### config.mk
export PLATFORM = sky130hd
export DESIGN_NAME = pfc_ctrl
export DESIGN_NICKNAME = d
export VERILOG_FILES = /design/src/shared/pfc_pkg.sv /design/src/rtl/pfc_ctrl.sv
export VERILOG_INCLUDE_DIRS = /design/src /design/src/shared
export SDC_FILE = /design/constraint.sdc
export NUM_CORES = 1
export LEC_CHECK = 0
export BUFFER_PORTS_ARGS = -buffer_cell sky130_fd_sc_hd__buf_4
export CAP_MARGIN = 15
export CORE_MARGIN = 4
export CORE_UTILIZATION = 40
export CTS_BUF_LIST = sky130_fd_sc_hd__clkbuf_4 sky130_fd_sc_hd__clkbuf_8
export DETAILED_ROUTE_END_ITERATION = 6
export SLEW_MARGIN = 30
export SYNTH_ARGS = -nofsm -noshare
export SYNTH_HDL_FRONTEND = slang
export SYNTH_SLANG_ARGS = --single-unit
### constraint.sdc
create_clock -name i_clk -period 20.3 [get_ports i_clk]
set_input_delay 1.015 -clock i_clk [delete_from_list [all_inputs] [get_ports i_clk]]
set_output_delay 1.015 -clock i_clk [all_outputs]
set_load 0.005 [all_outputs]
### src/shared/pfc_defines.svh
`ifndef PFC_DEFINES_SVH
`define PFC_DEFINES_SVH

// ---------------------------------------------
// Sizes
// ---------------------------------------------
`define PFC_NFIX 3
`define PFC_CW 40
`define PFC_AW 4
`define PFC_DW 64

// ---------------------------------------------
// Register indices
// ---------------------------------------------
`define PFC_A_FX0 4'h0
`define PFC_A_FX1 4'h1
`define PFC_A_FX2 4'h2
`define PFC_A_GC0 4'h3
`define PFC_A_EVSEL0 4'h4
`define PFC_A_FXCTL 4'h5
`define PFC_A_GEN 4'h6
`define PFC_A_GSTAT 4'h7
`define PFC_A_GCLR 4'h8
`define PFC_A_SAMPEN 4'h9
`define PFC_A_CAP 4'hA
`define PFC_A_DBG 4'hB

// ---------------------------------------------
// Field positions
// ---------------------------------------------
`define PFC_FC_OS 0
`define PFC_FC_USR 1
`define PFC_FC_INT 3
`define PFC_FC_W 4
`define PFC_ES_USR 16
`define PFC_ES_OS 17
`define PFC_ES_INT 20
`define PFC_ES_EN 22
`define PFC_GS_FIX 32
`define PFC_DBG_LBR 0
`define PFC_DBG_TR 6
`define PFC_DBG_BTS 7
`define PFC_DBG_BTM 8
`define PFC_DBG_FRZ 14
`define PFC_DBG_MASK 16'h41C1
`define PFC_DBG_OFF 16'h01C1

// ---------------------------------------------
// Capability values
// ---------------------------------------------
`define PFC_CAP_TRAP 1'h1
`define PFC_CAP_ARCH 1'h1
`define PFC_CAP_FMT 4'h0
`define PFC_CAP_FRZ 1'h1
`define PFC_INFO_N 5'h03
`define PFC_INFO_W 8'h28

// ---------------------------------------------
// Sampling-eligible event codes
// ---------------------------------------------
`define PFC_EV_C0 16'hC000
`define PFC_EV_C1 16'hC1FE
`define PFC_EV_C5 16'hC500
`define PFC_EV_C7 16'hC71F
`define PFC_EV_CB1 16'hCB01
`define PFC_EV_CB2 16'hCB02
`define PFC_EV_CB4 16'hCB04
`define PFC_EV_CB8 16'hCB08
`define PFC_EV_CB10 16'hCB10

`endif

### src/shared/pfc_pkg.sv
`include "pfc_defines.svh"

package pfc_pkg;

   // Sample and branch-store sequencer
   typedef enum logic [1:0] {
      PFC_IDLE = 2'b00,
      PFC_SAMPLE = 2'b01,
      PFC_BSTORE = 2'b10
   } pfc_state_e;

   // Register access request
   typedef struct packed {
      logic wr;
      logic rd;
      logic [`PFC_AW-1:0] addr;
      logic [`PFC_DW-1:0] wdata;
   } pfc_msr_s;

   // Event inputs from the core
   typedef struct packed {
      logic [`PFC_NFIX-1:0] fixed;
      logic gen;
      logic ring0;
      logic bts_req;
      logic [63:0] ip;
   } pfc_evt_s;

   // Whole block state
   typedef struct packed {
      logic [`PFC_NFIX-1:0][`PFC_CW-1:0] fx_cnt;
      logic [`PFC_CW-1:0] gc0;
      logic [31:0] evsel;
      logic [`PFC_NFIX*`PFC_FC_W-1:0] fctl;
      logic [`PFC_NFIX:0] ge;
      logic [`PFC_NFIX:0] ovf;
      logic sampen;
      logic [15:0] dbg;
      logic [`PFC_NFIX:0] sv_ge;
      logic [15:0] sv_dbg;
      logic in_smm;
      logic irq_pend;
      logic samp_pend;
      logic bts_pend;
      pfc_state_e st;
      logic [63:0] rec_ip;
      logic [`PFC_DW-1:0] rdata;
      logic rvalid;
      logic irq;
   } pfc_regs_s;

endpackage

### src/rtl/pfc_ctrl.sv
`timescale 1ns/10ps
// What this block does
// One 4-bit control field per fixed counter
// Enable bit 0 counts ring-zero events
// Enable bit 1 counts events above ring zero
// 00 halts counter, 11 counts everywhere
// Field bit 3 requests interrupt on overflow
// Global enable ANDed with local enables
// One status read shows all overflows
// One write clears chosen overflow bits
// Report fixed counter count and width
// Software writes zero above counter width
// Sample record completes before branch store
// Interrupt held until sample, store finish
// Sampling on counter zero, enable bit 0
// Sampling only for listed event codes
// Sample records use 64-bit address entries
// Capability bit 6: trap-like versus fault-like
// Capability bit 7 always reads one
// Record format field reads 0000
// Capability present; bit 12 reports freeze
// Management interrupt freezes counting and tracing
// Resume sets enables, restores debug control
// Handler restores monitoring state before leaving
// Freeze enable set only when supported
// Wrap sets sticky overflow bit until cleared

`include "pfc_defines.svh"

module pfc_ctrl
   import pfc_pkg::*;
(
   // Clock and reset
   input wire logic i_clk,
   input wire logic i_reset,
   // Register access
   input wire pfc_msr_s i_msr,
   output logic [`PFC_DW-1:0] o_msr_rdata,
   output logic o_msr_rvalid,
   // Core events
   input wire pfc_evt_s i_evt,
   input wire logic i_smi,
   input wire logic i_rsm,
   // Sample and branch-store engine
   input wire logic i_sample_done,
   input wire logic i_bstore_done,
   output logic o_sample_go,
   output logic o_sample_after,
   output logic [63:0] o_rec_ip,
   output logic o_bstore_go,
   // Status toward core
   output logic o_ovf_irq,
   output logic [15:0] o_dbg_ctl,
   output logic [12:0] o_fixed_info,
   output logic o_cap_present
);

   // ---------------------------------------------
   // State
   // ---------------------------------------------
   pfc_regs_s r; // Registered state
   pfc_regs_s n; // Next state
   logic [`PFC_DW-1:0] cap; // Capability word
   logic wr_fx0; // Write to fixed counter 0
   logic wr_gc0; // Write to general counter 0
   logic wr_clr; // Write to overflow clear

   // Capability word, read only
   assign cap = {51'h0, `PFC_CAP_FRZ, `PFC_CAP_FMT, `PFC_CAP_ARCH, `PFC_CAP_TRAP, 6'h00};

   // Write strobes used by checks
   assign wr_fx0 = i_msr.wr && (i_msr.addr == `PFC_A_FX0);
   assign wr_gc0 = i_msr.wr && (i_msr.addr == `PFC_A_GC0);
   assign wr_clr = i_msr.wr && (i_msr.addr == `PFC_A_GCLR);

   // ---------------------------------------------
   // Next-state logic
   // ---------------------------------------------
   always_comb begin
      logic [`PFC_NFIX:0] inc;
      logic [`PFC_NFIX:0] wrap;
      logic [`PFC_NFIX:0] ien;
      logic [`PFC_NFIX:0] clr;
      logic elig;
      logic fire;
      inc = '0;
      wrap = '0;
      ien = '0;
      clr = '0;
      elig = 1'b0;
      fire = 1'b0;
      n = r;
      n.rvalid = 1'b0;
      n.irq = 1'b0;

      // Fixed counters: privilege filter, global enable
      for (int k = 0; k < `PFC_NFIX; k++) begin
         inc[k+1] = i_evt.fixed[k] & r.ge[k+1] &
            ((r.fctl[`PFC_FC_W*k+`PFC_FC_OS] & i_evt.ring0) |
             (r.fctl[`PFC_FC_W*k+`PFC_FC_USR] & ~i_evt.ring0));
         wrap[k+1] = inc[k+1] & (&r.fx_cnt[k]);
         ien[k+1] = r.fctl[`PFC_FC_W*k+`PFC_FC_INT];
         n.fx_cnt[k] = r.fx_cnt[k] + {{(`PFC_CW-1){1'b0}}, inc[k+1]};
      end

      // General counter zero
      inc[0] = i_evt.gen & r.ge[0] & r.evsel[`PFC_ES_EN] &
         ((r.evsel[`PFC_ES_OS] & i_evt.ring0) | (r.evsel[`PFC_ES_USR] & ~i_evt.ring0));
      wrap[0] = inc[0] & (&r.gc0);
      ien[0] = r.evsel[`PFC_ES_INT];
      n.gc0 = r.gc0 + {{(`PFC_CW-1){1'b0}}, inc[0]};

      // Sampling-eligible select and mask pairs
      unique case ({r.evsel[7:0], r.evsel[15:8]})
         `PFC_EV_C0, `PFC_EV_C1, `PFC_EV_C5, `PFC_EV_C7: begin
            elig = 1'b1;
         end
         `PFC_EV_CB1, `PFC_EV_CB2, `PFC_EV_CB4, `PFC_EV_CB8, `PFC_EV_CB10: begin
            elig = 1'b1;
         end
         default: begin
            elig = 1'b0;
         end
      endcase

      // Sequencer: from idle, a pending sample goes ahead of a pending branch store
      unique case (r.st)
         PFC_IDLE: begin
            if (r.samp_pend) begin
               n.st = PFC_SAMPLE;
            end else if (r.bts_pend) begin
               n.st = PFC_BSTORE;
            end
         end
         PFC_SAMPLE: begin
            if (i_sample_done) begin
               n.samp_pend = 1'b0;
               n.st = r.bts_pend ? PFC_BSTORE : PFC_IDLE;
            end
         end
         PFC_BSTORE: begin
            if (i_bstore_done) begin
               n.bts_pend = 1'b0;
               n.st = PFC_IDLE;
            end
         end
         default: begin
            n.st = PFC_IDLE;
         end
      endcase

      // Arm a sample on counter-zero overflow; after the sequencer so a new request beats a done
      if (wrap[0] & r.sampen & elig) begin
         n.samp_pend = 1'b1;
         n.rec_ip = i_evt.ip;
      end

      // Branch store requests only when tracing is on; a new request beats a done
      if (i_evt.bts_req & r.dbg[`PFC_DBG_BTS]) begin
         n.bts_pend = 1'b1;
      end

      // Overflow interrupt waits for an idle sequencer
      fire = r.irq_pend & (r.st == PFC_IDLE) & ~r.samp_pend & ~r.bts_pend;
      n.irq_pend = (r.irq_pend & ~fire) | (|(wrap & ien));
      n.irq = fire;

      // Register writes; a write beats a same-cycle count
      if (i_msr.wr) begin
         unique case (i_msr.addr)
            `PFC_A_FX0, `PFC_A_FX1, `PFC_A_FX2: begin
               n.fx_cnt[i_msr.addr[1:0]] = i_msr.wdata[`PFC_CW-1:0];
            end
            `PFC_A_GC0: begin
               n.gc0 = i_msr.wdata[`PFC_CW-1:0];
            end
            `PFC_A_EVSEL0: begin
               n.evsel = i_msr.wdata[31:0];
            end
            `PFC_A_FXCTL: begin
               n.fctl = i_msr.wdata[`PFC_NFIX*`PFC_FC_W-1:0];
            end
            `PFC_A_GEN: begin
               n.ge = {i_msr.wdata[`PFC_GS_FIX+`PFC_NFIX-1:`PFC_GS_FIX], i_msr.wdata[0]};
            end
            `PFC_A_GCLR: begin
               clr = {i_msr.wdata[`PFC_GS_FIX+`PFC_NFIX-1:`PFC_GS_FIX], i_msr.wdata[0]};
            end
            `PFC_A_SAMPEN: begin
               n.sampen = i_msr.wdata[0];
            end
            `PFC_A_DBG: begin
               n.dbg = i_msr.wdata[15:0] & `PFC_DBG_MASK;
            end
            default: begin
               n.sampen = r.sampen;
            end
         endcase
      end

      // Sticky overflow; a new wrap wins over a clear
      n.ovf = (r.ovf & ~clr) | wrap;

      // Management interrupt entry and resume
      if (i_smi & r.dbg[`PFC_DBG_FRZ] & ~r.in_smm) begin
         n.sv_ge = n.ge;
         n.sv_dbg = n.dbg;
         n.ge = '0;
         n.dbg = n.dbg & ~`PFC_DBG_OFF;
         n.in_smm = 1'b1;
      end else if (i_rsm & r.in_smm) begin
         n.ge = '1;
         n.dbg = r.sv_dbg;
         n.in_smm = 1'b0;
      end

      // Register reads, answered one cycle later
      if (i_msr.rd) begin
         n.rvalid = 1'b1;
         unique case (i_msr.addr)
            `PFC_A_FX0, `PFC_A_FX1, `PFC_A_FX2: begin
               n.rdata = {24'h00_0000, r.fx_cnt[i_msr.addr[1:0]]};
            end
            `PFC_A_GC0: begin
               n.rdata = {24'h00_0000, r.gc0};
            end
            `PFC_A_EVSEL0: begin
               n.rdata = {32'h0000_0000, r.evsel};
            end
            `PFC_A_FXCTL: begin
               n.rdata = {52'h0_0000_0000_0000, r.fctl};
            end
            `PFC_A_GEN: begin
               n.rdata = {29'h0000_0000, r.ge[`PFC_NFIX:1], 31'h0000_0000, r.ge[0]};
            end
            `PFC_A_GSTAT: begin
               n.rdata = {29'h0000_0000, r.ovf[`PFC_NFIX:1], 31'h0000_0000, r.ovf[0]};
            end
            `PFC_A_SAMPEN: begin
               n.rdata = {63'h0, r.sampen};
            end
            `PFC_A_CAP: begin
               n.rdata = cap;
            end
            `PFC_A_DBG: begin
               n.rdata = {48'h0000_0000_0000, r.dbg};
            end
            default: begin
               n.rdata = '0;
            end
         endcase
      end
   end

   // ---------------------------------------------
   // State register
   // ---------------------------------------------
   always_ff @(posedge i_clk or posedge i_reset) begin
      if (i_reset) begin
         r <= '0;
      end else begin
         r <= n;
      end
   end

   // ---------------------------------------------
   // Outputs
   // ---------------------------------------------
   assign o_msr_rdata = r.rdata;
   assign o_msr_rvalid = r.rvalid;
   assign o_sample_go = (r.st == PFC_SAMPLE);
   assign o_sample_after = `PFC_CAP_TRAP;
   assign o_rec_ip = r.rec_ip;
   assign o_bstore_go = (r.st == PFC_BSTORE);
   assign o_ovf_irq = r.irq;
   assign o_dbg_ctl = r.dbg;
   assign o_fixed_info = {`PFC_INFO_W, `PFC_INFO_N};
   assign o_cap_present = 1'b1;
endmodule

### Word-level counts from Yosys, hierarchy flattened

Index checks and enable logic that the tools add are counted.

| word-level totals | value |
|---|---|
| bits in registers | 357 |
| input bits | 146 |
| output and inout port bits | 163 |
| word-level logic and storage cells | 155 |

| operators by class | value |
|---|---|
| add/sub/neg operators | 4 |
| magnitude comparators | 2 |
| eq/ne operators | 25 |
| muxes and demuxes | 35 |
| bitwise operators | 45 |
| reductions and logical operators | 24 |

Operator list:

| kind | number |
|---|---|
| case mux 40 bit (9 select lines) | 1 |
| two-way mux 208 bit | 1 |
| adder 40 x 1 -> 40 bit | 4 |
| AND reduction 40 bit | 4 |
| == test 16 bit, second input constant | 9 |
| bitwise mux 120 bit | 1 |
| two-way mux 120 bit | 1 |
| two-way mux 40 bit | 3 |
| binary-select mux 40 bit (select 2 bit) | 1 |
| demux 40 bit (select 2 bit) | 1 |
| two-way mux 16 bit | 4 |
| two-way mux 32 bit | 1 |
| AND 1 bit | 31 |
| two-way mux 4 bit | 5 |
| == test 4 x 3 -> 1 bit, second input constant | 4 |
| == test 4 bit, second input constant | 4 |
| two-way mux 12 bit | 1 |
| AND reduction 2 bit | 6 |
| nonzero test 2 bit | 5 |
| two-way mux 1 bit | 9 |
| OR reduction 9 bit | 1 |
| AND 4 bit | 2 |
| == test 4 x 2 -> 1 bit, second input constant | 2 |
| two-way mux 2 bit | 4 |
| 20 further kinds | 30 |

### Logic depth before layout (Yosys ltp)

Gate-level depths: netlist of the first run.

| logic depth | value |
|---|---|
| depth after elaboration | 10 |
| depth in mapped cells | 12 |

### Least setup slack after synthesis of the first run

Ideal clock, no wire load.

| timing | value |
|---|---|
| path type | in2reg |
| from | input i_evt[65] (netlist bit) |
| to | register r[335] (netlist bit) |
| library setup time | 0.133 ns |
| arrival | 2.754 ns |
| required time | 20.167 ns |
| path slack | 17.412 ns |
| stages | 12 |
| buffers on the path | 1 |
| path through | mux2_2 nand3_1 inv_1 ha_1 ha_1 nand4_1 nor3_1 and2_1 clkbuf_1 and4_1 xnor2_1 o21ai_0 |

RTL lines:

| what | line | RTL |
|---|---|---|
| start: declaration | pfc_ctrl.sv:41 | `input wire pfc_evt_s i_evt,` |
| end signal: assignment | pfc_ctrl.sv:262 | `r <= n;` |
| end: declaration | pfc_ctrl.sv:61 | `pfc_regs_s r;` |

### Worst setup path in the final report of the first run

| timing | value |
|---|---|
| from | register r[251] (netlist bit) |
| to | register r (netlist bit o_rec_ip[42]) |

| on the way | value |
|---|---|
| longest elaborated chain between the ends | 4 |

RTL lines:

| what | line | RTL |
|---|---|---|
| AND reduction 40 bit | pfc_ctrl.sv:109 | `wrap[0] = inc[0] & (&r.gc0);` |
| AND 1 bit | pfc_ctrl.sv:109 |  |
| AND 1 bit (2 in series) | pfc_ctrl.sv:153 | `if (wrap[0] & r.sampen & elig) begin` |

Every way passes these cells.
A chain may end at the register's enable or synchronous reset.

==> summary.txt, run 1 <==
hold wc startpoint -> r[147]
Max Clk Rate -> 265 MHz
Cell Area, Synth -> 19300 um^2
drc violations -> 5
mean number of vias per cell -> 5.42
minimum clock period -> 3.78 ns
Clock Sinks -> 357
via count -> 14.9k
Avg Cell Area, Syn -> 9.70 um^2
die width -> 228 um
GRT Overall Usage -> 0.214
I/O Buffers -> 245
ys async rst share -> 1.00
postcts setup bufs -> 0
overall routed net length -> 57.5 mm
Finished Layout Cells -> 2748
initial antenna violation count -> 0
DIE HEIGHT -> 228 um
largest area contributor in the netlist -> dfrtp_1
Synth Flop Type -> dfrtp_1
TritonRoute pass-1 iters -> 7
Top-Level Pins -> 309
status -> finished, violations left
Setup Skew -> 0.0239 ns
Seq/Total Area, Yosys -> 0.462
actual slew at the worst max-slew pin -> 0.967 ns
clock root buffer -> clkbuf_8
yosys warns -> 0
Setup crit end kind -> flip-flop
Clock Pin Slew Worst Setup and Hold Paths -> 0.06 ns
CP arrival -> 4.30 ns
worst reg2reg path depth -> 7
Worst Hold End -> r[147]
Tcrit/Tclk final -> 0.186
Leak -> 9.66 nW
Max Slew Vio Count -> 0
worst min path class -> flip-flop to flip-flop
max-cap violations -> 0
Slew HR -> 0.346
remaining global-route overflow -> 0
Avg WL per Cell -> 20.9 um
CTS tree -> yes
final core utilization -> 0.457
Row Count -> 80
crit path max fanout -> 53
insertion delay to the later sink of the worst-skew pair -> 0.65 ns
largest net degree at the start of global routing -> 168
Post-synth top cells -> dfrtp_1, nand2_1, buf_4
instance count of the mapped netlist -> 1991
most common cell in the netlist -> dfrtp_1
final instance area -> 21800 um^2
CTS Buf Count -> 61
# resized after CTS -> 0
placed cells -> 2640
full die area -> 51900 um^2
maximum clock insertion buffer count -> 3
register bit total from synthesis -> 357
Power Dens Cells -> 92.8 nW/um^2
RR Startpoint -> r[251]
Post-CTS Hold Buffers -> 0
Fillers -> 4536
core outline area -> 47700 um^2
ant diodes -> 0
flop-to-flop setup slack -> 16.52 ns
EDFF count, synth -> 0
RSZ-0062 raised after global routing -> no
HPWL Detailed -> 41.1 mm
Synth cell types -> 51
area delta synth->final -> 13.0%
vias in the first global route -> 14.9k
setup TNS -> 0 ns
1st-iter DRT viols -> 1457
failing checks -> DRC
CP Class -> flip-flop to flip-flop
GP Congestion -> 0.895
Worst EP required -> 20.83 ns
top cells by area, synth -> dfrtp_1, buf_4, nand2_1
Synth top area share -> 0.462
Hold Crit Depth -> 2
H-tree depth -> 2
Starting Density -> 0.405
Peak VDD IR -> 0.0510 mV
Final ANT Viol Nets -> 0
Placed Instance Area -> 20500 um^2
startpoint types -> flip-flop
first-pass GRT wire length -> 88.1 mm
Layout Nets -> 2243
Critical R2R Capture -> o_rec_ip[42]
Final setup viols -> 0
final hold vios -> 0
fraction of layout instances using a drive strength above 1 -> 0.236
==> layout make-up <==
cell class / instances / area [um^2] / area share
multi-input cells: 1353 / 8660 / 0.397
repair buffers: 262 / 2000 / 0.0918
flip-flops and latches: 357 / 8930 / 0.409
clock inverters: 6 / 33.8 / 0.00155
well taps: 615 / 769 / 0.0353
clock buffers: 101 / 1210 / 0.0557
inverters: 54 / 210 / 0.00963
==> cell families after synthesis <==
kind of cell,Yosys count,synth area share
adders and majority gates,8,0.00518
buffers and inverters,318,0.0979
other,2,0.000389
muxes,173,0.107
AOI/OAI and AO/OA,359,0.108
DFF,357,0.462
xor gates and xnor gates,153,0.0694
and+or+nand+nor,621,0.150
==> flip-flops by register name (all words and copies together), names as in the netlist <==
| register | flops |
|---|---|
| o_msr_rvalid | 1 |
| o_dbg_ctl | 16 |
| o_ovf_irq | 1 |
| r | 235 |
| o_msr_rdata | 40 |
| o_rec_ip | 64 |
==> where the power goes <==
group	switching [mW]	internal, mW	total, mW
sequential	0.154	0.839	0.993
combinational	0.192	0.169	0.361
clock	0.298	0.374	0.672
==> through the flow <==
| step | worst slack (ns) | power [mW] | hold WS (ns) |
|---|---|---|---|
| floorplan | 9.38 | 1.22 | 0.445 |
| global route | 16.36 | 2.13 | 0.497 |
| detailed placement | 16.19 | 1.36 | 0.466 |
| CTS | 16.55 | 2.04 | 0.476 |
| global placement | 16.26 | 1.34 | 0.454 |
| finish | 16.52 | 2.03 | 0.478 |
==> per-layer routing <==
metal,global-route usage,up-vias,part of all wire,wire length [um]
met4,0.0834,0,0.042,2430
met5,0,-,0,0
met3,0.0427,142,0.062,3590
li1,-,6896,-,-
met2,0.350,506,0.47,27100
met1,0.281,7354,0.42,24300
==> critical path, cell delays in order, from the launching register on <==
cell and delay [ns]:
dfrtp_1 0.42, and3_2 0.26, and3_1 0.24, nand4_1 0.21, nor4_1 0.88, o211a_4 0.43, buf_4 0.74, mux2_2 0.42
==> worst max-delay path by stage <==
stage	slack, ns	cells after the start	end	from
2_1_floorplan	9.38	1	o_dbg_ctl[0]	i_reset
3_3_place_gp	16.26	8	o_rec_ip[40]	i_evt[65]
3_5_place_dp	16.19	8	o_rec_ip[42]	i_evt[65]
4_1_cts	16.55	7	o_rec_ip[42]	r[251]
5_1_grt	16.36	7	o_rec_ip[42]	r[251]
6_report	16.52	7	o_rec_ip[42]	r[251]
==> placed cells by master (no fill, tap or decap), types with 4 or more instances in the layout <==
cell type    n
a21o_1       5
a21oi_1    101
a222oi_1    18
a22oi_1     30
and2_1      13
and3_1      31
and4_1      14
buf_4      259
clkbuf_4    28
clkbuf_8    73
clkinv_2     5
conb_1      39
dfrtp_1    357
ha_1         8
inv_1       53
mux2_2      72
mux2_4      49
mux2i_1     52
nand2_1    251
nand3_1     78
nand4_1     44
nor2_1     123
nor2b_1     10
nor3_1      18
nor3b_1      4
nor4_1      13
o21ai_0    152
o22ai_1     40
xnor2_1     56
xor2_1      97
(Power assumes the default switching activity.)
==> run 2, diff against run 1 <==
Clock period 20.3 ns to 3.4 ns, I/O delays scaled along.
==> summary.txt, run 2 (synthesis results as in run 1) <==
maximum clock insertion buffer count -> 3 (unchanged)
Final setup viols -> 0 (unchanged)
GP Congestion -> 0.912 (+1.9%)
H-tree depth -> 2 (unchanged)
area delta synth->final -> 20.1%
insertion delay to the later sink of the worst-skew pair -> 0.66 ns (about the same)
Max Slew Vio Count -> 0 (unchanged)
core outline area -> 47700 um^2 (unchanged)
status -> completed
sw power -> 3.89 mW (+500%)
DIE HEIGHT -> 228 um (unchanged)
DR WL met3 -> 3.39 mm (-5.4%)
Slew HR -> 0.413 (+0.0667)
CP Class -> flip-flop to flip-flop
drc violations -> 0 (-5)
RR Startpoint -> r[202]
setup TNS -> 0 ns (unchanged)
Peak VDD IR -> 0.300 mV (+490%)
fraction of layout instances using a drive strength above 1 -> 0.229 (-0.00684)
pre-CTS setup slack -> 0.560 ns (-15.63 ns)
CTS tree -> yes
first-pass GRT wire length -> 92.3 mm (+4.8%)
wl on met1 -> 25.9 mm (+6.3%)
initial antenna violation count -> 2 (+2)
clock root buffer -> clkbuf_8
top routing layer used -> met4
full die area -> 51900 um^2 (unchanged)
CTS Buf Count -> 59 (-3.3%)
Clock Sinks -> 357 (unchanged)
Max Clk Rate -> 339 MHz (+28%)
vias in the first global route -> 15.4k (+3.2%)
crit path launch -> r[202]
flop-to-flop setup slack -> 0.45 ns (-16.07 ns)
TritonRoute pass-1 iters -> 5 (-2)
via count -> 15.4k (+3.3%)
I/O Buffers -> 245 (unchanged)
Starting Density -> 0.405 (unchanged)
CP arrival -> 3.48 ns (-0.82 ns)
RSZ-0062 raised after global routing -> no
mean number of vias per cell -> 5.35 (-1.4%)
Setup crit end -> o_rec_ip[33]
placed cells -> 2657 (+0.64%)
largest net degree at the start of global routing -> 120 (-29%)
HPWL Detailed -> 42.2 mm (+2.8%)
1st-iter DRT viols -> 1469 (+0.82%)
Clk pwr share -> 0.337 (+0.005)
Top-Level Pins -> 309 (unchanged)
remaining global-route overflow -> 0 (unchanged)
die width -> 228 um (unchanged)
Internal -> 8.50 mW (+520%)
sequential share of power -> 0.479 (-0.011)
Power Total -> 12.4 mW (+510%)
Final ANT Viol Nets -> 0 (unchanged)
max-cap violations -> 0 (unchanged)
minimum clock period -> 2.95 ns (-0.828 ns)
Fillers -> 4479 (-1.3%)
crit path max fanout -> 24 (-55%)
final hold slack -> 0.0685 ns (-0.409 ns)
Tcrit/Tclk final -> 0.867 (+0.681)
Power Dens Cells -> 534 nW/um^2 (+480%)
GRT Overall Usage -> 0.224 (+0.0104)
worst min path class -> primary input to flip-flop
max reg flops -> 235 (unchanged)
startpoint types -> flip-flop
postcts setup bufs -> 0 (unchanged)
worst reg2reg path depth -> 6 (-1)
# resized after CTS -> 0 (unchanged)
switching share of power -> 0.314 (-0.00395)
Top reg by flops -> r
Worst EP required -> 3.93 ns (-16.90 ns)
actual slew at the worst max-slew pin -> 0.858 ns (-0.109 ns)
Avg WL per Cell -> 20.8 um (-0.60%)
Setup crit end kind -> flip-flop
final hold vios -> 0 (unchanged)
combinational share of power -> 0.184 (+0.006)
Leak -> 10.3 nW (+6.1%)
Post-CTS Hold Buffers -> 113 (+113)
Critical R2R Capture -> o_rec_ip[33]
commonest non-fill, non-tap cell in the layout -> dfrtp_1
Clock Pin Slew Worst Setup and Hold Paths -> 0.06 ns (about the same)
commonest non-fill, non-tap cells in the layout -> dfrtp_1, buf_4, nand2_1
Row Count -> 80 (unchanged)
Finished Layout Cells -> 2879 (+4.8%)
Setup Skew -> 0.0351 ns (+0.0112 ns)
routed wire length on met2 -> 28.3 mm (+4.4%)
Final WS setup -> 0.453 ns (-16.07 ns)
overall routed net length -> 59.9 mm (+4.1%)
Layout Nets -> 2371 (+5.7%)
==> run 2: changes by cell type in the layout (fill, tap and decap cells not counted), moves of 2 or more <==
| cell | before | now |
|---|---|---|
| buf_4 | 259 | 272 |
| clkbuf_4 | 28 | 18 |
| diode_2 | 0 | 2 |
| clkbuf_8 | 73 | 85 |
| buf_12 | 1 | 6 |
| clkinv_2 | 5 | 3 |
| dlygate4sd3_1 | 0 | 113 |
==> run 2: stage by stage <==
step,utilization,area [um^2]
2_1_floorplan,-,19500
3_3_place_gp,0.434,20700
3_5_place_dp,0.434,20700
4_1_cts,0.485,23200
5_1_grt,0.486,23200
6_report,0.486,23200
==> run 2: how the worst min path moves through the flow <==
| stage | from | end | slack, ns | depth (start not counted) |
|---|---|---|---|---|
| 6_report | i_evt[68] | r[305] | 0.07 | 5 |
| 5_1_grt | i_evt[68] | r[305] | 0.06 | 5 |
| 4_1_cts | i_evt[68] | r[305] | 0.01 | 5 |
| 3_5_place_dp | i_reset | o_msr_rdata[39] | 0.19 | 2 |
| 3_3_place_gp | i_reset | o_msr_rdata[39] | 0.19 | 2 |
| 2_1_floorplan | i_msr[68] | o_msr_rvalid | 0.20 | 0 |
==> run 2: metal layers <==
layer | vias to the layer above | track usage
met2 | 551 | 0.364
met4 | 0 | 0.0838
met1 | 7526 | 0.305
met3 | 147 | 0.0366
li1 | 7165 | -
met5 | - | 0
==> run 2: power by group through the flow <==
stage	clock network (mW)	registers [mW]	logic [mW]
CTS	4.28	5.91	2.28
finish	4.18	5.94	2.28
global placement	0	5.93	2.10
detailed placement	0	5.97	2.16
floorplan	0	5.68	1.57
global route	4.47	6.05	2.52
==> run 2: layout make-up <==
type	instances	area [um^2]	share of cell area
sequential	357	8930	0.385
multi-input combinational	1353	8650	0.373
clock buffer	103	1310	0.0563
antenna	2	5.00	0.000216
clock inverter	3	15.0	0.000647
inverter	54	206	0.00890
tap	615	769	0.0332
timing repair buffer	392	3300	0.142
==> run 2: worst max-delay path: stages (launching register included) <==
cell       delay [ns]
dfrtp_1          0.43
nor4_1           0.49
nand2_1          0.09
a2111oi_0        0.76
o211a_4          0.28
buf_4            0.36
mux2_2           0.39
